File: config.mk
export PLATFORM = sky130hd
export DESIGN_NAME = slpp_core
export DESIGN_NICKNAME = d
export VERILOG_FILES = /design/src/core/slpp_sync.v /design/src/core/slpp_core.v
export VERILOG_INCLUDE_DIRS = /design/src /design/src/core
export SDC_FILE = /design/constraint.sdc
export NUM_CORES = 1
export LEC_CHECK = 0
export BUFFER_PORTS_ARGS = -buffer_cell sky130_fd_sc_hd__buf_2
export CORE_UTILIZATION = 30
export CTS_CLUSTER_DIAMETER = 200
export DETAILED_ROUTE_END_ITERATION = 16
export HOLD_SLACK_MARGIN = 0.12
export PLACE_DENSITY = 0.53
export SLEW_MARGIN = 20
export SYNTH_ARGS = -nofsm -noshare
export SYNTH_HDL_FRONTEND = slang
export SYNTH_HIERARCHICAL = 1
export SYNTH_SLANG_ARGS = --single-unit
File: constraint.sdc
create_clock -name pclk -period 2.36 [get_ports pclk]
set_input_delay 0.118 -clock pclk [delete_from_list [all_inputs] [get_ports pclk]]
set_output_delay 0.118 -clock pclk [all_outputs]
set_load 0.03 [all_outputs]
File: src/core/slpp_defs.vh
`ifndef SLPP_DEFS_VH
`define SLPP_DEFS_VH

// ----------------------------------------------------------------
// apb register byte offsets
// ----------------------------------------------------------------
`define SLPP_OFS_CTRL       8'h00
`define SLPP_OFS_LED_USB    8'h04
`define SLPP_OFS_OWNER      8'h08
`define SLPP_OFS_STATUS     8'h0c
`define SLPP_OFS_INT_STAT   8'h10
`define SLPP_OFS_INT_MASK   8'h14

// ----------------------------------------------------------------
// control register fields and reset values
// ----------------------------------------------------------------
`define SLPP_CTRL_PWR_LSB   0
`define SLPP_CTRL_LED_EN    4
`define SLPP_CTRL_MODE_LSB  5
`define SLPP_CTRL_RESET     7'h00
`define SLPP_LED_USB_RESET  8'h00
`define SLPP_OWNER_RESET    8'h00
`define SLPP_MASK_RESET     4'h0

// ----------------------------------------------------------------
// status register fields
// ----------------------------------------------------------------
`define SLPP_ST_FIXSTRAP    0
`define SLPP_ST_FIXPORTS    2
`define SLPP_ST_POLARITY    5
`define SLPP_ST_CFG         6
`define SLPP_ST_SAMPLED     9
`define SLPP_ST_OC          10

// ----------------------------------------------------------------
// configuration method codes
// ----------------------------------------------------------------
`define SLPP_CFG_DEF_EMB    3'h0
`define SLPP_CFG_SMBUS      3'h1
`define SLPP_CFG_DEF_LEVEL  3'h2
`define SLPP_CFG_EEPROM     3'h3
`define SLPP_CFG_DEF_OWN    3'h4
`define SLPP_CFG_DEF_DUAL   3'h5

// ----------------------------------------------------------------
// led modes
// ----------------------------------------------------------------
`define SLPP_MODE_USB       2'h0
`define SLPP_MODE_OWN       2'h1
`define SLPP_MODE_DUAL      2'h2
`define SLPP_MODE_OFF       2'h3

// ----------------------------------------------------------------
// fixed-device strap decode
// ----------------------------------------------------------------
`define SLPP_FIX_NONE       3'h0
`define SLPP_FIX_P1         3'h1
`define SLPP_FIX_P12        3'h3
`define SLPP_FIX_P123       3'h7

// ----------------------------------------------------------------
// timing
// ----------------------------------------------------------------
`define SLPP_SYNC_STAGES    2'h2

`endif

File: src/core/slpp_sync.v
`timescale 1ns/100ps

// ----------------------------------------------------------------
// two-stage synchroniser for pin inputs
// ----------------------------------------------------------------
module slpp_sync #(
    parameter WIDTH     = 1,
    parameter RESET_VAL = 0
) (
    // clock and reset
    input  wire             pclk,
    input  wire             presetn,
    // data
    input  wire [WIDTH-1:0] d,
    output reg  [WIDTH-1:0] q
);

    reg [WIDTH-1:0] meta;

    // first stage feeds only the second stage
    always @(posedge pclk or negedge presetn) begin
        if (!presetn) begin
            meta <= RESET_VAL[WIDTH-1:0];
            q    <= RESET_VAL[WIDTH-1:0];
        end else begin
            meta <= d;
            q    <= meta;
        end
    end

endmodule // slpp_sync

File: src/core/slpp_core.v
// Our own choices: register access over APB and the register offsets.
`timescale 1ns/100ps
`include "slpp_defs.vh"

module slpp_core #(
    parameter PORTS = 4
) (
    // apb clock and reset
    input  wire             pclk,
    input  wire             presetn,
    // apb slave
    input  wire             psel,
    input  wire             penable,
    input  wire             pwrite,
    input  wire [7:0]       paddr,
    input  wire [31:0]      pwdata,
    output reg  [31:0]      prdata,
    output reg              pready,
    output reg              pslverr,
    // straps
    input  wire [2:0]       cfg_sel_in,
    input  wire             power_polarity_strap,
    input  wire [1:0]       green_led_low_ports_in,
    // green led bank, ports 1..4
    output reg  [PORTS-1:0] green_led_bank_out,
    output reg  [PORTS-1:0] green_led_bank_oe,
    // second led bank, ports 1..4
    output reg  [PORTS-1:0] second_led_bank_out,
    output reg  [PORTS-1:0] second_led_bank_oe,
    // port power and over-current
    output wire [PORTS-1:0] port_power_enable_out,
    input  wire [PORTS-1:0] overcurrent_sense_in,
    // interrupt
    output reg              irq
);

    // ----------------------------------------------------------------
    // pin synchronisers
    // ----------------------------------------------------------------
    wire [2:0]       cfg_s;
    wire             pol_s;
    wire [1:0]       fix_s;
    wire [PORTS-1:0] ocs_s;

    slpp_sync #(.WIDTH(6), .RESET_VAL(0)) u_sync_strap (
        .pclk    (pclk),
        .presetn (presetn),
        .d       ({cfg_sel_in, power_polarity_strap, green_led_low_ports_in}),
        .q       ({cfg_s, pol_s, fix_s})
    );

    // over-current pins idle high
    slpp_sync #(.WIDTH(PORTS), .RESET_VAL(15)) u_sync_oc (
        .pclk    (pclk),
        .presetn (presetn),
        .d       (overcurrent_sense_in),
        .q       (ocs_s)
    );

    // ----------------------------------------------------------------
    // strap capture after reset release
    // ----------------------------------------------------------------
    reg  [1:0] smp_cnt;
    reg        sampled;
    reg  [2:0] cfg_q;
    reg        pol_q;
    reg  [1:0] fix_q;

    // wait for synchronisers to fill, then latch straps once
    always @(posedge pclk or negedge presetn) begin
        if (!presetn) begin
            smp_cnt <= 2'h0;
            sampled <= 1'b0;
            cfg_q   <= 3'h0;
            pol_q   <= 1'b0;
            fix_q   <= 2'h0;
        end else if (!sampled) begin
            if (smp_cnt == `SLPP_SYNC_STAGES) begin
                sampled <= 1'b1;
                cfg_q   <= cfg_s;
                pol_q   <= pol_s;
                fix_q   <= fix_s;
            end else begin
                smp_cnt <= smp_cnt + 2'h1;
            end
        end
    end

    // ----------------------------------------------------------------
    // software registers
    // ----------------------------------------------------------------
    reg  [3:0]       ctrl_pwr;
    reg              ctrl_led_en;
    reg  [1:0]       ctrl_mode;
    reg  [7:0]       led_usb;
    reg  [7:0]       owner;
    reg  [PORTS-1:0] int_stat;
    reg  [PORTS-1:0] int_mask;

    // control reset word; only the power field is sliced from it, led enable and mode reset to constants
    localparam [6:0] CTRL_RST = `SLPP_CTRL_RESET;

    wire wr_en = psel & penable & pwrite;
    wire rd_en = psel & ~penable & ~pwrite;
    wire set_p = psel & ~penable;

    // configuration-method decode
    reg        straps_en;
    reg        sw_cfg;
    reg  [1:0] led_mode;
    reg  [2:0] fixed_ports;

    always @* begin
        straps_en = 1'b0;
        sw_cfg    = 1'b0;
        led_mode  = `SLPP_MODE_OFF;
        case (cfg_q)
            `SLPP_CFG_DEF_EMB, `SLPP_CFG_DEF_LEVEL: begin
                straps_en = 1'b1;
                led_mode  = `SLPP_MODE_USB;
            end
            `SLPP_CFG_DEF_OWN: begin
                straps_en = 1'b1;
                led_mode  = `SLPP_MODE_OWN;
            end
            `SLPP_CFG_DEF_DUAL: begin
                led_mode  = `SLPP_MODE_DUAL;
            end
            `SLPP_CFG_SMBUS, `SLPP_CFG_EEPROM: begin
                sw_cfg    = 1'b1;
                led_mode  = ctrl_mode;
            end
            default: begin
                led_mode  = `SLPP_MODE_OFF;
            end
        endcase
    end

    // fixed-device strap decode
    always @* begin
        fixed_ports = `SLPP_FIX_NONE;
        if (straps_en) begin
            case (fix_q)
                2'h1:    fixed_ports = `SLPP_FIX_P1;
                2'h2:    fixed_ports = `SLPP_FIX_P12;
                2'h3:    fixed_ports = `SLPP_FIX_P123;
                default: fixed_ports = `SLPP_FIX_NONE;
            endcase
        end
    end

    // over-current: active low pins, event on assertion
    wire [PORTS-1:0] oc_live = ~ocs_s;
    reg  [PORTS-1:0] oc_prev;
    wire [PORTS-1:0] oc_evt  = oc_live & ~oc_prev & {PORTS{sampled}};

    always @(posedge pclk or negedge presetn) begin
        if (!presetn) begin
            oc_prev <= {PORTS{1'b0}};
        end else begin
            oc_prev <= oc_live;
        end
    end

    // register writes; hardware set wins over write-one-to-clear
    always @(posedge pclk or negedge presetn) begin
        if (!presetn) begin
            ctrl_pwr    <= CTRL_RST[`SLPP_CTRL_PWR_LSB +: 4];
            ctrl_led_en <= 1'b0;
            ctrl_mode   <= `SLPP_MODE_USB;
            led_usb     <= `SLPP_LED_USB_RESET;
            owner       <= `SLPP_OWNER_RESET;
            int_stat    <= {PORTS{1'b0}};
            int_mask    <= `SLPP_MASK_RESET;
        end else begin
            if (wr_en && paddr == `SLPP_OFS_CTRL) begin
                ctrl_pwr    <= pwdata[`SLPP_CTRL_PWR_LSB +: 4];
                ctrl_led_en <= pwdata[`SLPP_CTRL_LED_EN];
                ctrl_mode   <= pwdata[`SLPP_CTRL_MODE_LSB +: 2];
            end
            if (wr_en && paddr == `SLPP_OFS_LED_USB) begin
                led_usb <= pwdata[7:0];
            end
            if (wr_en && paddr == `SLPP_OFS_OWNER) begin
                owner <= pwdata[7:0];
            end
            if (wr_en && paddr == `SLPP_OFS_INT_MASK) begin
                int_mask <= pwdata[PORTS-1:0];
            end
            if (wr_en && paddr == `SLPP_OFS_INT_STAT) begin
                int_stat <= (int_stat & ~pwdata[PORTS-1:0]) | oc_evt;
            end else begin
                int_stat <= int_stat | oc_evt;
            end
        end
    end

    // ----------------------------------------------------------------
    // apb read path and answer
    // ----------------------------------------------------------------
    reg        addr_ok;
    reg [31:0] rd_mux;

    always @* begin
        addr_ok = 1'b1;
        rd_mux  = 32'h0000_0000;
        case (paddr)
            `SLPP_OFS_CTRL:
                rd_mux = {25'h0, ctrl_mode, ctrl_led_en, ctrl_pwr};
            `SLPP_OFS_LED_USB:
                rd_mux = {24'h0, led_usb};
            `SLPP_OFS_OWNER:
                rd_mux = {24'h0, owner};
            `SLPP_OFS_STATUS:
                rd_mux = {18'h0, oc_live, sampled, cfg_q, pol_q, fixed_ports, fix_q};
            `SLPP_OFS_INT_STAT:
                rd_mux = {28'h0, int_stat};
            `SLPP_OFS_INT_MASK:
                rd_mux = {28'h0, int_mask};
            default:
                addr_ok = 1'b0;
        endcase
    end

    // data and error prepared in setup, presented in access
    always @(posedge pclk or negedge presetn) begin
        if (!presetn) begin
            prdata  <= 32'h0000_0000;
            pready  <= 1'b0;
            pslverr <= 1'b0;
        end else begin
            pready <= 1'b1;
            if (set_p) begin
                pslverr <= ~addr_ok;
                prdata  <= rd_en ? rd_mux : 32'h0000_0000;
            end else if (!psel) begin
                pslverr <= 1'b0;
            end
        end
    end

    // level interrupt from unmasked sticky bits
    always @(posedge pclk or negedge presetn) begin
        if (!presetn) begin
            irq <= 1'b0;
        end else begin
            irq <= |(int_stat & int_mask);
        end
    end

    // ----------------------------------------------------------------
    // led drive
    // ----------------------------------------------------------------
    wire led_drive = sampled & (sw_cfg ? ctrl_led_en : 1'b1) & (led_mode != `SLPP_MODE_OFF);

    genvar gi;
    generate
        for (gi = 0; gi < PORTS; gi = gi + 1) begin : g_led
            reg green_lit;
            reg second_lit;
            reg green_hi;
            wire [1:0] code = owner[2*gi +: 2];

            // lit state per mode
            always @* begin
                green_lit  = 1'b0;
                second_lit = 1'b0;
                case (led_mode)
                    `SLPP_MODE_USB: begin
                        green_lit  = led_usb[gi];
                        second_lit = led_usb[PORTS+gi];
                    end
                    `SLPP_MODE_OWN: begin
                        green_lit  = (code == 2'h1);
                        second_lit = (code == 2'h2);
                    end
                    `SLPP_MODE_DUAL: begin
                        green_lit  = code[0];
                        second_lit = code[1];
                    end
                    default: begin
                        green_lit  = 1'b0;
                        second_lit = 1'b0;
                    end
                endcase
            end

            // polarity of the green pin
            always @* begin
                green_hi = 1'b0;
                if (gi < 2 && straps_en) begin
                    green_hi = ~fix_q[gi % 2];
                end else begin
                    green_hi = 1'b0;
                end
            end

            // pins tristated in reset so straps and led stay off
            always @(posedge pclk or negedge presetn) begin
                if (!presetn) begin
                    green_led_bank_out[gi]  <= 1'b1;
                    green_led_bank_oe[gi]   <= 1'b0;
                    second_led_bank_out[gi] <= 1'b1;
                    second_led_bank_oe[gi]  <= 1'b0;
                end else begin
                    green_led_bank_oe[gi]   <= led_drive;
                    second_led_bank_oe[gi]  <= led_drive;
                    green_led_bank_out[gi]  <= green_hi ? green_lit : ~green_lit;
                    second_led_bank_out[gi] <= ~second_lit;
                end
            end
        end
    endgenerate

    // ----------------------------------------------------------------
    // port power
    // ----------------------------------------------------------------
    reg [PORTS-1:0] pwr_q;

    // power off while over-current is present
    always @(posedge pclk or negedge presetn) begin
        if (!presetn) begin
            pwr_q <= {PORTS{1'b0}};
        end else begin
            pwr_q <= ctrl_pwr[PORTS-1:0] & ~oc_live;
        end
    end

    // live strap sets inactive level until the latch is taken
    assign port_power_enable_out = sampled ?
                                   (pol_q ? pwr_q : ~pwr_q) :
                                   {PORTS{~power_polarity_strap}};

endmodule // slpp_core

==> results of run 1 <==
area by class of cell:
cell class                      instances  area [sq um]  share of cell area [%]
Clock buffer                           10         239.0                   4.700
Multi-Input combinational cell        204          1541                   30.31
Timing Repair Buffer                   94         605.6                   11.91
Sequential cell                        94          2372                   46.65
Clock inverter                          6         68.82                   1.353
Tap cell                              176         220.2                   4.331
Inverter                               10         37.54                  0.7382
state kept, by name, summed over array words and instances, names as in the netlist, 2 cells and up:
register,flops
ctrl_mode,2
fix_q,2
u_sync_oc/q,4
pwr_q,4
second_led_bank_out,4
green_led_bank_out,4
smp_cnt,2
owner,8
u_sync_strap/q,6
cfg_q,3
u_sync_oc/meta,4
int_stat,4
led_usb,8
prdata,14
oc_prev,4
int_mask,4
ctrl_pwr,4
u_sync_strap/meta,6
cell usage in the layout, fill, tap and decap left out, types with 4 or more instances in the layout:
master,n
sky130_fd_sc_hd__dfrtp_1,78
sky130_fd_sc_hd__buf_2,66
sky130_fd_sc_hd__mux2_2,35
sky130_fd_sc_hd__dlygate4sd3_1,21
sky130_fd_sc_hd__conb_1,19
sky130_fd_sc_hd__o21ai_0,18
sky130_fd_sc_hd__dfstp_2,16
sky130_fd_sc_hd__nand2_1,14
sky130_fd_sc_hd__inv_1,10
sky130_fd_sc_hd__nor2_1,10
sky130_fd_sc_hd__clkbuf_16,9
sky130_fd_sc_hd__nand3_1,8
sky130_fd_sc_hd__a22oi_1,8
sky130_fd_sc_hd__nor2b_1,7
sky130_fd_sc_hd__a21oi_1,7
sky130_fd_sc_hd__mux2i_1,7
sky130_fd_sc_hd__a21o_1,6
sky130_fd_sc_hd__buf_4,6
sky130_fd_sc_hd__xnor2_1,5
sky130_fd_sc_hd__a32o_1,5
sky130_fd_sc_hd__and2_1,4
sky130_fd_sc_hd__a22o_1,4
worst max-delay path: stages:
cell and delay, ns:
sky130_fd_sc_hd__dlygate4sd3_1 0.52, sky130_fd_sc_hd__buf_2 0.11, sky130_fd_sc_hd__nand3_1 0.14, sky130_fd_sc_hd__nor2_2 0.20, sky130_fd_sc_hd__and4b_1 0.50, sky130_fd_sc_hd__mux2_2 0.40
per-stage QoR:
step	instances	power, mW	utilization (%)	instance area [sq um]
after global placement	557	2.012	34.21	4567
after detailed placement	557	2.016	34.21	4567
after floorplan	347	1.925	-	4200
after global routing	594	3.620	38.10	5085
final	594	3.488	38.10	5085
after CTS	594	3.530	38.10	5085
where the power goes:
part / internal [mW] / total [mW] / switching (mW) / leakage [nW]
Combinational: 0.111 / 0.317 / 0.206 / 1.06
Sequential: 1.66 / 1.69 / 0.0319 / 1.17
Clock: 0.857 / 1.48 / 0.621 / 0.149
Total: 2.63 / 3.49 / 0.859 / 2.38
metal layers:
metal / share of wire (%) / wire length (um) / vias to the layer above
met3: 5.8 / 536 / 11
met2: 47 / 4355 / 98
met4: 1.2 / 115 / 0
met1: 46 / 4193 / 1368
met5: 0 / 0 / -
li1: - / - / 1298
cells by family (layout without fill, tap and decap cells):
family	Yosys count	in the layout	synth area share, %
other	2	19	0.1816
buffers and inverters	49	120	6.927
xor gates and xnor gates	5	5	1.059
adders and majority gates	1	1	0.3024
and+or+nand+nor	70	70	10.53
AOI/OAI and AO/OA	63	63	10.44
DFF	94	94	57.35
muxes	46	46	13.22
worst paths after layout:
check,to,cells after the start
max in group asynchronous,prdata[2],3
worst max-delay path,ctrl_mode[0],6
min in group asynchronous,prdata[12],2
worst min register to register,u_sync_strap/q[2],0
worst min-delay path,prdata[1],4
worst max register to register,green_led_bank_out[0],4
==> summary.md, run 1 <==
| Metric | Value |
|---|---|
| Wire length of the first global-routing pass | ~15000 um |
| Mean area per synthesized cell | ~13 sq um |
| Input/output buffers | between 60 and 70 |
| Detailed Route WL | 9201 um |
| Max capacitance violation total | 0 |
| Iteration count of the initial detailed-routing pass | 5 |
| Type of element launching the critical path | input pin |
| Initial core utilization | roughly 31% |
| Async S/R FF share, synth | 100.0% |
| Worst path required time | about 2.6 ns |
| Share of layout cells above drive strength 1 | between 30% and 40% |
| Die extent in x | between 100 and 150 um |
| Final hold violations | 0 |
| Time the worst path needs with I/O delays and setup | between 1.5 and 2 ns |
| Fill count | ~1300 |
| Warnings from Yosys | 6 |
| Tcrit/Tclk final | ~75% |
| Total number of nets in the final design | approximately 470 |
| Peak-usage layer in the global routing report | met2 |
| Max-slew violation total from the final report | 0 |
| Clock latency on the worst-skew pair | approximately 0.34 ns |
| Area of the core region | about 13000 sq um |
| TritonCTS clock tree | built |
| Site Rows | 42 |
| Synth unique cells | between 50 and 60 |
| # hold bufs at CTS | 21 |
| Synth cell count leaders | sky130_fd_sc_hd__dfrtp_1, sky130_fd_sc_hd__mux2_2, sky130_fd_sc_hd__buf_4, sky130_fd_sc_hd__o21ai_0, sky130_fd_sc_hd__dfstp_2 |
| Synth area leader | sky130_fd_sc_hd__dfrtp_1 |
| Register area share after synthesis | a little under three fifths |
| Cts repair resizes | 0 |
| DRC violation count after routing | 0 |
| Number of clock sinks | 94 |
| Hold_sp | pwrite |
| Top flip-flop cell by instance count after synthesis | sky130_fd_sc_hd__dfrtp_1 |
| Headroom to the max-slew limit | 56.40% |
| Antenna diode count | 0 |
| Setup-violating endpoint count in the final report | 0 |
| Global router's overall resource usage | between 10% and 20% |
| GR met3 Demand/Resource | under 10% |
| Post-synthesis sequential element count | 94 |
| Detailed placer's ending HPWL | between 6000 and 7000 um |
| Overall overflow remaining after global route | 0 |
| Pin slew with the least headroom to its limit | 0.6526 ns |
| Main area contributors after synthesis | sky130_fd_sc_hd__dfrtp_1, sky130_fd_sc_hd__dfstp_2, sky130_fd_sc_hd__mux2_2, sky130_fd_sc_hd__buf_4, sky130_fd_sc_hd__o21ai_0 |
| Met2 usage | between 20% and 30% |
| Clock H-tree levels | 3 |
| Total negative slack | 0 ns |
| Number of antenna violations at the first check in global routing | 0 |
| IR drop worst, VDD | ~370 uV |
| Die span in y | about 120 um |
| Placer Congestion | about 0.81 |
| Full die area | roughly 14000 sq um |
| Largest net degree at the start of global routing | 48 |
| Number of synthesized flops with an enable pin | 0 |
| Fraction of post-synthesis cell area in the top cell type by area | 47.19% |
| Most numerous cell in the Yosys netlist | sky130_fd_sc_hd__dfrtp_1 |
| Number of buffers created by CTS | 9 |
| Count of boundary I/O pins | 110 |
| Post-Syn Area | around 4100 sq um |
| Area added between synthesis and finish | 22.93% |
| Worst flop-to-flop path startpoint | cfg_q[2] |
| Unrepaired setup endpoints after global routing | no |
| Via count | between 2000 and 3000 |
| Crit. Startpoint | psel |
| Setup Crit Path Kind | input pin to flip-flop |
| Vias in the first global route | 2852 |
| Reported leakage power | 2.382 nW |
| Iteration-0 DRC count of the detailed router | 80 |
| # Post-CTS Setup Buffers | 0 |
| Final hold slack | 0.1923 ns |
| Fin worst setup slack | 0.5869 ns |
| Routed len/inst | roughly 15 um |
| Ratio of total power to cell area | a little under 700 nW/um^2 |
| Data arrival time of the worst path | roughly 2.0 ns |
| Clock Pin Slew Worst Setup and Hold Paths | 0.06 ns |
| Met1 Track Usage GR | between 10% and 20% |
| Worst setup timing slack at the placement stage | 0.4808 ns |
| R2R Setup Slk | approximately 0.62 ns |
| Cells after Synth | 330 |
| Crit path max fanout | 7 |
| Type of destination of the critical path | flip-flop |
| Outcome | complete, no violations |
| Post-detailed-route count of antenna-violating nets | 0 |
| Maximum number of buffers from clock root to sink | 2 |
| FMAX | 564.0 MHz |
| Drt via density | roughly 4.7 |
| Worst min-delay path class | input pin to flip-flop |
| Post-Route Skew | between 0.006 and 0.007 ns |
| Root Buffer | sky130_fd_sc_hd__clkbuf_16 |
(Power assumes the default switching activity.)
==> run 2: changes to the inputs <==
- ABC_AREA: default -> 1
- clock period: 2.36 -> 1.75 ns (I/O delays scaled with it)
==> run 2 against run 1 <==
  * Area after synthesis increased by 1.0%
  * Critical endpoint is now port_power_enable_out[3]
  * Final cell count rose by 23%
  * Hold slack improved by 0.014 ns
  * First-iteration DRC count is 68% higher
  * Largest power group unchanged
  * Largest cell class unchanged
  * Sequential power is 35% higher
  * Critical path type is now flip-flop to primary output
==> summary.md, run 2 <==
| Metric | Value |
|---|---|
| Number of cells on the worst reg-to-reg path | 7 |
| Total negative slack | 0 ns |
| GR met3 Demand/Resource | under 10% |
| TritonCTS clock tree | built |
| Post-detailed-route count of antenna-violating nets | 0 |
| Setup Crit Path Kind | flip-flop to primary output |
| Registers with the highest flip-flop counts | prdata: 14 flops, led_usb: 8 flops, owner: 8 flops |
| Post-synthesis sequential element count | between 90 and 100 |
| Vias in the first global route | approximately 3200 |
| Iteration count of the initial detailed-routing pass | 4 |
| Root Buffer | sky130_fd_sc_hd__clkbuf_16 |
| Crit path max fanout | 9 |
| Post-Syn Area | approximately 4200 sq um |
| Clock Pin Slew Worst Setup and Hold Paths | approximately 0.07 ns |
| Maximum number of buffers from clock root to sink | 2 |
| Via count | between 3000 and 4000 |
| Area added between synthesis and finish | 23.66% |
| Headroom to the max-slew limit | between 60% and 70% |
| Worst flop-to-flop path startpoint | cfg_q[2] |
| Setup-violating endpoint count in the final report | 0 |
| Input/output buffers | 67 |
| Final design utilization | between 30% and 40% |
| Number of clock sinks | between 90 and 100 |
| Wire length of the first global-routing pass | ~16000 um |
| Antenna diode count | 0 |
| Register area share after synthesis | roughly 57% |
| Share of layout cells above drive strength 1 | between 20% and 30% |
| Register ranked first by flip-flop count | prdata |
| Number of buffers created by CTS | 9 |
| Initial core utilization | around 31% |
| Clock latency on the worst-skew pair | around 0.34 ns |
| Largest net degree at the start of global routing | 38 |
| Post-route total power | between 4 and 5 mW |
| Type of element launching the critical path | flip-flop |
| Type of destination of the critical path | primary output |
| Full die area | approximately 14000 sq um |
| Outcome | complete, no violations |
| Synth cell count leaders | sky130_fd_sc_hd__nand2_1, sky130_fd_sc_hd__dfrtp_1, sky130_fd_sc_hd__inv_1, sky130_fd_sc_hd__o21ai_0 |
| Most common cell after layout, fill and taps aside | sky130_fd_sc_hd__nand2_1 |
| FMAX | slightly above 600 MHz |
| Fin worst setup slack | between 0.09 and 0.1 ns |
| Synth unique cells | 33 |
| Unrepaired setup endpoints after global routing | no |
| Die span in y | approximately 120 um |
| Pin slew with the least headroom to its limit | between 0.5 and 0.6 ns |
| Data arrival time of the worst path | between 1.5 and 2 ns |
| Site Rows | 42 |
| Max capacitance violation total | 0 |
| Top flip-flop cell by instance count after synthesis | sky130_fd_sc_hd__dfrtp_1 |
| Detailed placer's ending HPWL | just over 7000 um |
| Placer Congestion | a little over 0.8 |
| Main area contributors after synthesis | sky130_fd_sc_hd__dfrtp_1, sky130_fd_sc_hd__nand2_1, sky130_fd_sc_hd__dfstp_2, sky130_fd_sc_hd__buf_4, sky130_fd_sc_hd__inv_1 |
| Commonest cells after routing, fill and taps aside | sky130_fd_sc_hd__nand2_1, sky130_fd_sc_hd__dfrtp_1, sky130_fd_sc_hd__buf_2, sky130_fd_sc_hd__inv_1, sky130_fd_sc_hd__o21ai_0 |
| Number of synthesized flops with an enable pin | 0 |
| Placed cell count | just under 700 |
| Drt via density | roughly 4.4 |
| Tcrit/Tclk final | between 90% and 100% |
| Die extent in x | 120.0 um |
| Fraction of post-synthesis cell area in the top cell type by area | 46.72% |
| Crit. Startpoint | sampled |
| Mean area per synthesized cell | about 9.1 sq um |
| IR drop worst, VDD | a little over 500 uV |
| Detailed Route WL | a little under 10000 um |
| Number of antenna violations at the first check in global routing | 0 |
| Max-slew violation total from the final report | 0 |
| Final hold violations | 0 |
| Peak-usage layer in the global routing report | met2 |
| Count of boundary I/O pins | 110 |
| Met2 usage | a little under a quarter |
| Cells after Synth | 460 |
| Number of flip-flops in the largest register | 14 |
| Synth area leader | sky130_fd_sc_hd__dfrtp_1 |
| Total number of nets in the final design | 606 |
| Worst setup timing slack at the placement stage | 0.2948 ns |
| Warnings from Yosys | 6 |
| Area of the core region | 13400 sq um |
| Global router's overall resource usage | ~14% |
| Worst path required time | between 1.5 and 2 ns |
| Reported leakage power | about 2.6 nW |
| Post-Route Skew | about 0.0056 ns |
| Met1 Track Usage GR | between 10% and 20% |
| Clock H-tree levels | 3 |
| Ratio of total power to cell area | between 900 and 1000 nW/um^2 |
| Routed len/inst | between 10 and 15 um |
| Post-route insts no fill | about 730 |
| # Post-CTS Setup Buffers | 0 |
| Async S/R FF share, synth | 100.0% |
| DRC violation count after routing | 0 |
| Most numerous cell in the Yosys netlist | sky130_fd_sc_hd__nand2_1 |
| Iteration-0 DRC count of the detailed router | 134 |
| Time the worst path needs with I/O delays and setup | between 1.5 and 2 ns |
| Worst min-delay path class | input pin to async pin |
| Overall overflow remaining after global route | 0 |
-- run 2: through the flow --
stage | hold slack [ns] | cell area, sq um
after floorplan | -0.2081 | 4242
after global placement | 0.04042 | 4652
after detailed placement | 0.04826 | 4652
after CTS | 0.2151 | 5172
after global routing | 0.2560 | 5166
final | 0.2064 | 5166
-- run 2: worst max-delay path: stages (launching register included) --
cell and delay [ns]:
sky130_fd_sc_hd__dfrtp_1 0.47, sky130_fd_sc_hd__clkinvlp_4 0.23, sky130_fd_sc_hd__o21ai_0 0.27, sky130_fd_sc_hd__buf_2 0.25
-- run 2: cell type report --
cell class | count | area (sq um)
inverter | 56 | 214.0
tap | 176 | 220.2
clock inverter | 6 | 61.31
fill | 1351 | 8234
sequential | 94 | 2372
timing repair buffer | 96 | 633.1
clock buffer | 10 | 239.0
multi-input combinational | 293 | 1426
-- run 2: kinds of logic (layout without fill, tap and decap cells) --
family	Yosys count	after routing	share of synthesized area, %
XOR/XNOR	5	5	1.048
flip-flops	94	94	56.78
multiplexers	2	2	0.5390
AND/OR/NAND/NOR	191	191	20.19
AO/OA/AOI/OAI	75	75	10.36
adder cells (fa/ha/maj)	1	1	0.2994
buffers and inverters	90	168	10.60
other	2	19	0.1798
-- run 2: path summary, 6_finish.rpt --
path                                            endpoint  slack (ns)
worst min register to register         u_sync_strap/q[2]        0.35
min in group pclk                              prdata[7]        0.27
worst max register to register    second_led_bank_out[0]        0.32
worst max-delay path            port_power_enable_out[3]        0.09
worst min-delay path                              pready        0.21
max in group asynchronous                 u_sync_oc/q[3]        0.99
-- run 2: power breakdown --
part / switching (mW) / leakage [nW] / internal, mW
Sequential: 0.0361 / 1.17 / 2.24
Clock: 0.814 / 0.148 / 1.14
Combinational: 0.294 / 1.25 / 0.128
-- run 2: what timing repair did --
action,CTS,global route
hold buffers,22,0
hold endpoints to repair,116,0
endpoints found under the setup margin,0,2
gates resized for setup,0,1
-- run 2: routing by layer --
layer,share of wire (%),vias up
met3,3.8,10
met4,1.3,0
met5,0,-
met2,47,85
met1,48,1533
li1,-,1603
==> run 3: changes to the inputs <==
- CORE_MARGIN: default -> 2
==> run 3 against run 2 <==
  * Register-to-register slack hardly changed
  * Via count is 0.68% higher
  * Fmax is 2.2% higher
  * Setup slack better by 0.035 ns
  * Critical endpoint is now port_power_enable_out[2]
  * Critical path type unchanged
  * Final cell count is 0.27% higher
  * Largest cell class unchanged
==> summary.md, run 3 (synthesized netlist as in run 2, its figures left out) <==
| Metric | Value |
|---|---|
| Input/output buffers | between 60 and 70 |
| Worst path required time | 1.66 ns |
| Worst min-delay path class | input pin to flip-flop |
| Detailed placer's ending HPWL | 7273 um |
| Outcome | complete, no violations |
| Total negative slack | 0 ns |
| Vias in the first global route | roughly 3200 |
| Antenna diode count | 0 |
| Root Buffer | sky130_fd_sc_hd__clkbuf_16 |
| Placed cell count | roughly 700 |
| Time the worst path needs with I/O delays and setup | approximately 1.6 ns |
| Clock Pin Slew Worst Setup and Hold Paths | ~0.07 ns |
| Largest net degree at the start of global routing | 37 |
| IR drop worst, VDD | 524.4 uV |
| Iteration count of the initial detailed-routing pass | 4 |
| Data arrival time of the worst path | between 1.5 and 2 ns |
| Number of cells on the worst reg-to-reg path | 7 |
| Setup-violating endpoint count in the final report | 0 |
| Post-detailed-route count of antenna-violating nets | 0 |
| Drt via density | about 4.4 |
| Hold_sp | pwdata[2] |
| Via count | 3253 |
| Headroom to the max-slew limit | approximately three fifths |
| Share of layout cells above drive strength 1 | 22.60% |
| Max capacitance violation total | 0 |
| Global router's overall resource usage | between 10% and 20% |
| Initial core utilization | a little under a third |
| Cts repair resizes | 0 |
| Crit path max fanout | 9 |
| Reported leakage power | around 2.6 nW |
| Number of buffers created by CTS | 9 |
| Overall overflow remaining after global route | 0 |
| Area of the core region | about 14000 sq um |
| Placer Congestion | 0.8972 |
| Tcrit/Tclk final | about 93% |
| Count of boundary I/O pins | 110 |
| FMAX | 616.8 MHz |
| Number of antenna violations at the first check in global routing | 0 |
| Clock H-tree levels | 3 |
| TritonCTS clock tree | built |
| Setup Crit Path Kind | flip-flop to primary output |
| Commonest cells after routing, fill and taps aside | sky130_fd_sc_hd__nand2_1, sky130_fd_sc_hd__dfrtp_1, sky130_fd_sc_hd__buf_2, sky130_fd_sc_hd__inv_1, sky130_fd_sc_hd__o21ai_0 |
| Final hold violations | 0 |
| Total number of nets in the final design | between 600 and 700 |
| Post-Route Skew | 0.005630 ns |
| Type of destination of the critical path | primary output |
| Hold Path Cell Cnt | 3 |
| Post-route total power | between 4 and 5 mW |
| Iteration-0 DRC count of the detailed router | ~150 |
| Site Rows | 43 |
| Maximum number of buffers from clock root to sink | 2 |
| Number of clock sinks | 94 |
| Registers with the highest flip-flop counts | prdata: 14 flops, led_usb: 8 flops, owner: 8 flops |
| Area added between synthesis and finish | 23.48% |
| Worst flop-to-flop path startpoint | cfg_q[2] |
| Die span in y | about 120 um |
| Unrepaired setup endpoints after global routing | no |
| Pin slew with the least headroom to its limit | ~0.59 ns |
| DRC violation count after routing | 0 |
| Type of element launching the critical path | flip-flop |
| Number of flip-flops in the largest register | 14 |
| Full die area | roughly 15000 sq um |
| Die extent in x | 122.0 um |
| Max-slew violation total from the final report | 0 |
| Detailed Route WL | between 9000 and 10000 um |
| Register ranked first by flip-flop count | prdata |
| Routed len/inst | between 10 and 15 um |
| Post-route insts no fill | about 730 |
| Wire length of the first global-routing pass | approximately 16000 um |
| Clock latency on the worst-skew pair | between 0.3 and 0.4 ns |
| Crit. Startpoint | sampled |
| Most common cell after layout, fill and taps aside | sky130_fd_sc_hd__nand2_1 |
| Ratio of total power to cell area | slightly above 900 nW/um^2 |
## run 3: power by group
group	total (mW)	internal [mW]	switching, mW
logic	0.417	0.123	0.294
clock network	2.10	1.29	0.811
registers	2.28	2.24	0.0375
## run 3: critical path, cell delays in order (launching register included)
cell	delay, ns
sky130_fd_sc_hd__dfrtp_1	0.44
sky130_fd_sc_hd__clkinv_1	0.27
sky130_fd_sc_hd__o21ai_0	0.26
sky130_fd_sc_hd__buf_2	0.23
## run 3: area by class of cell
type	count	area (sq um)
fillers	1396	8561
flip-flops and latches	94	2372
multi-input cells	293	1426
repair buffers	94	600.6
clock buffers	11	242.7
well taps	180	225.2
inverters	56	210.2
clock inverters	5	81.33
## run 3: metrics by stage
stage          instance area [sq um]  utilization [%]  hold WS [ns]  worst slack, ns
3_3_place_gp                    4644            33.85       0.08470           0.3540
6_report                        5159            37.60        0.1267           0.1288
4_1_cts                         5169            37.67        0.1328          0.04612
3_5_place_dp                    4644            33.85       0.08416           0.3082
2_1_floorplan                   4242                -       -0.2081           0.2910
5_1_grt                         5159            37.60        0.1436          0.01836
## run 3: timing repair
action,4_1_cts,5_1_grt
setup endpoints to repair,0,1
hold buffers,20,0
setup buffers,0,0
hold endpoints to repair,88,0
## run 3: layer usage
metal  part of all wire [%]  track usage (%)  routed length [um]  vias to the layer above
met5                      0                0                   0                        -
met4                    2.4            5.603                 238                        0
met3                    4.9            3.090                 487                       14
met2                     47            23.53                4718                       85
met1                     45            18.46                4513                     1551
li1                       -                -                   -                     1603
## run 3: worst paths after layout
check	to	slack [ns]
hold / removal	owner[2]	0.13
max in group asynchronous	u_sync_oc/q[1]	0.86
setup reg to reg	green_led_bank_out[3]	0.31
min in group asynchronous	owner[2]	0.25
setup / recovery	port_power_enable_out[2]	0.13
hold reg to reg	u_sync_strap/q[2]	0.35
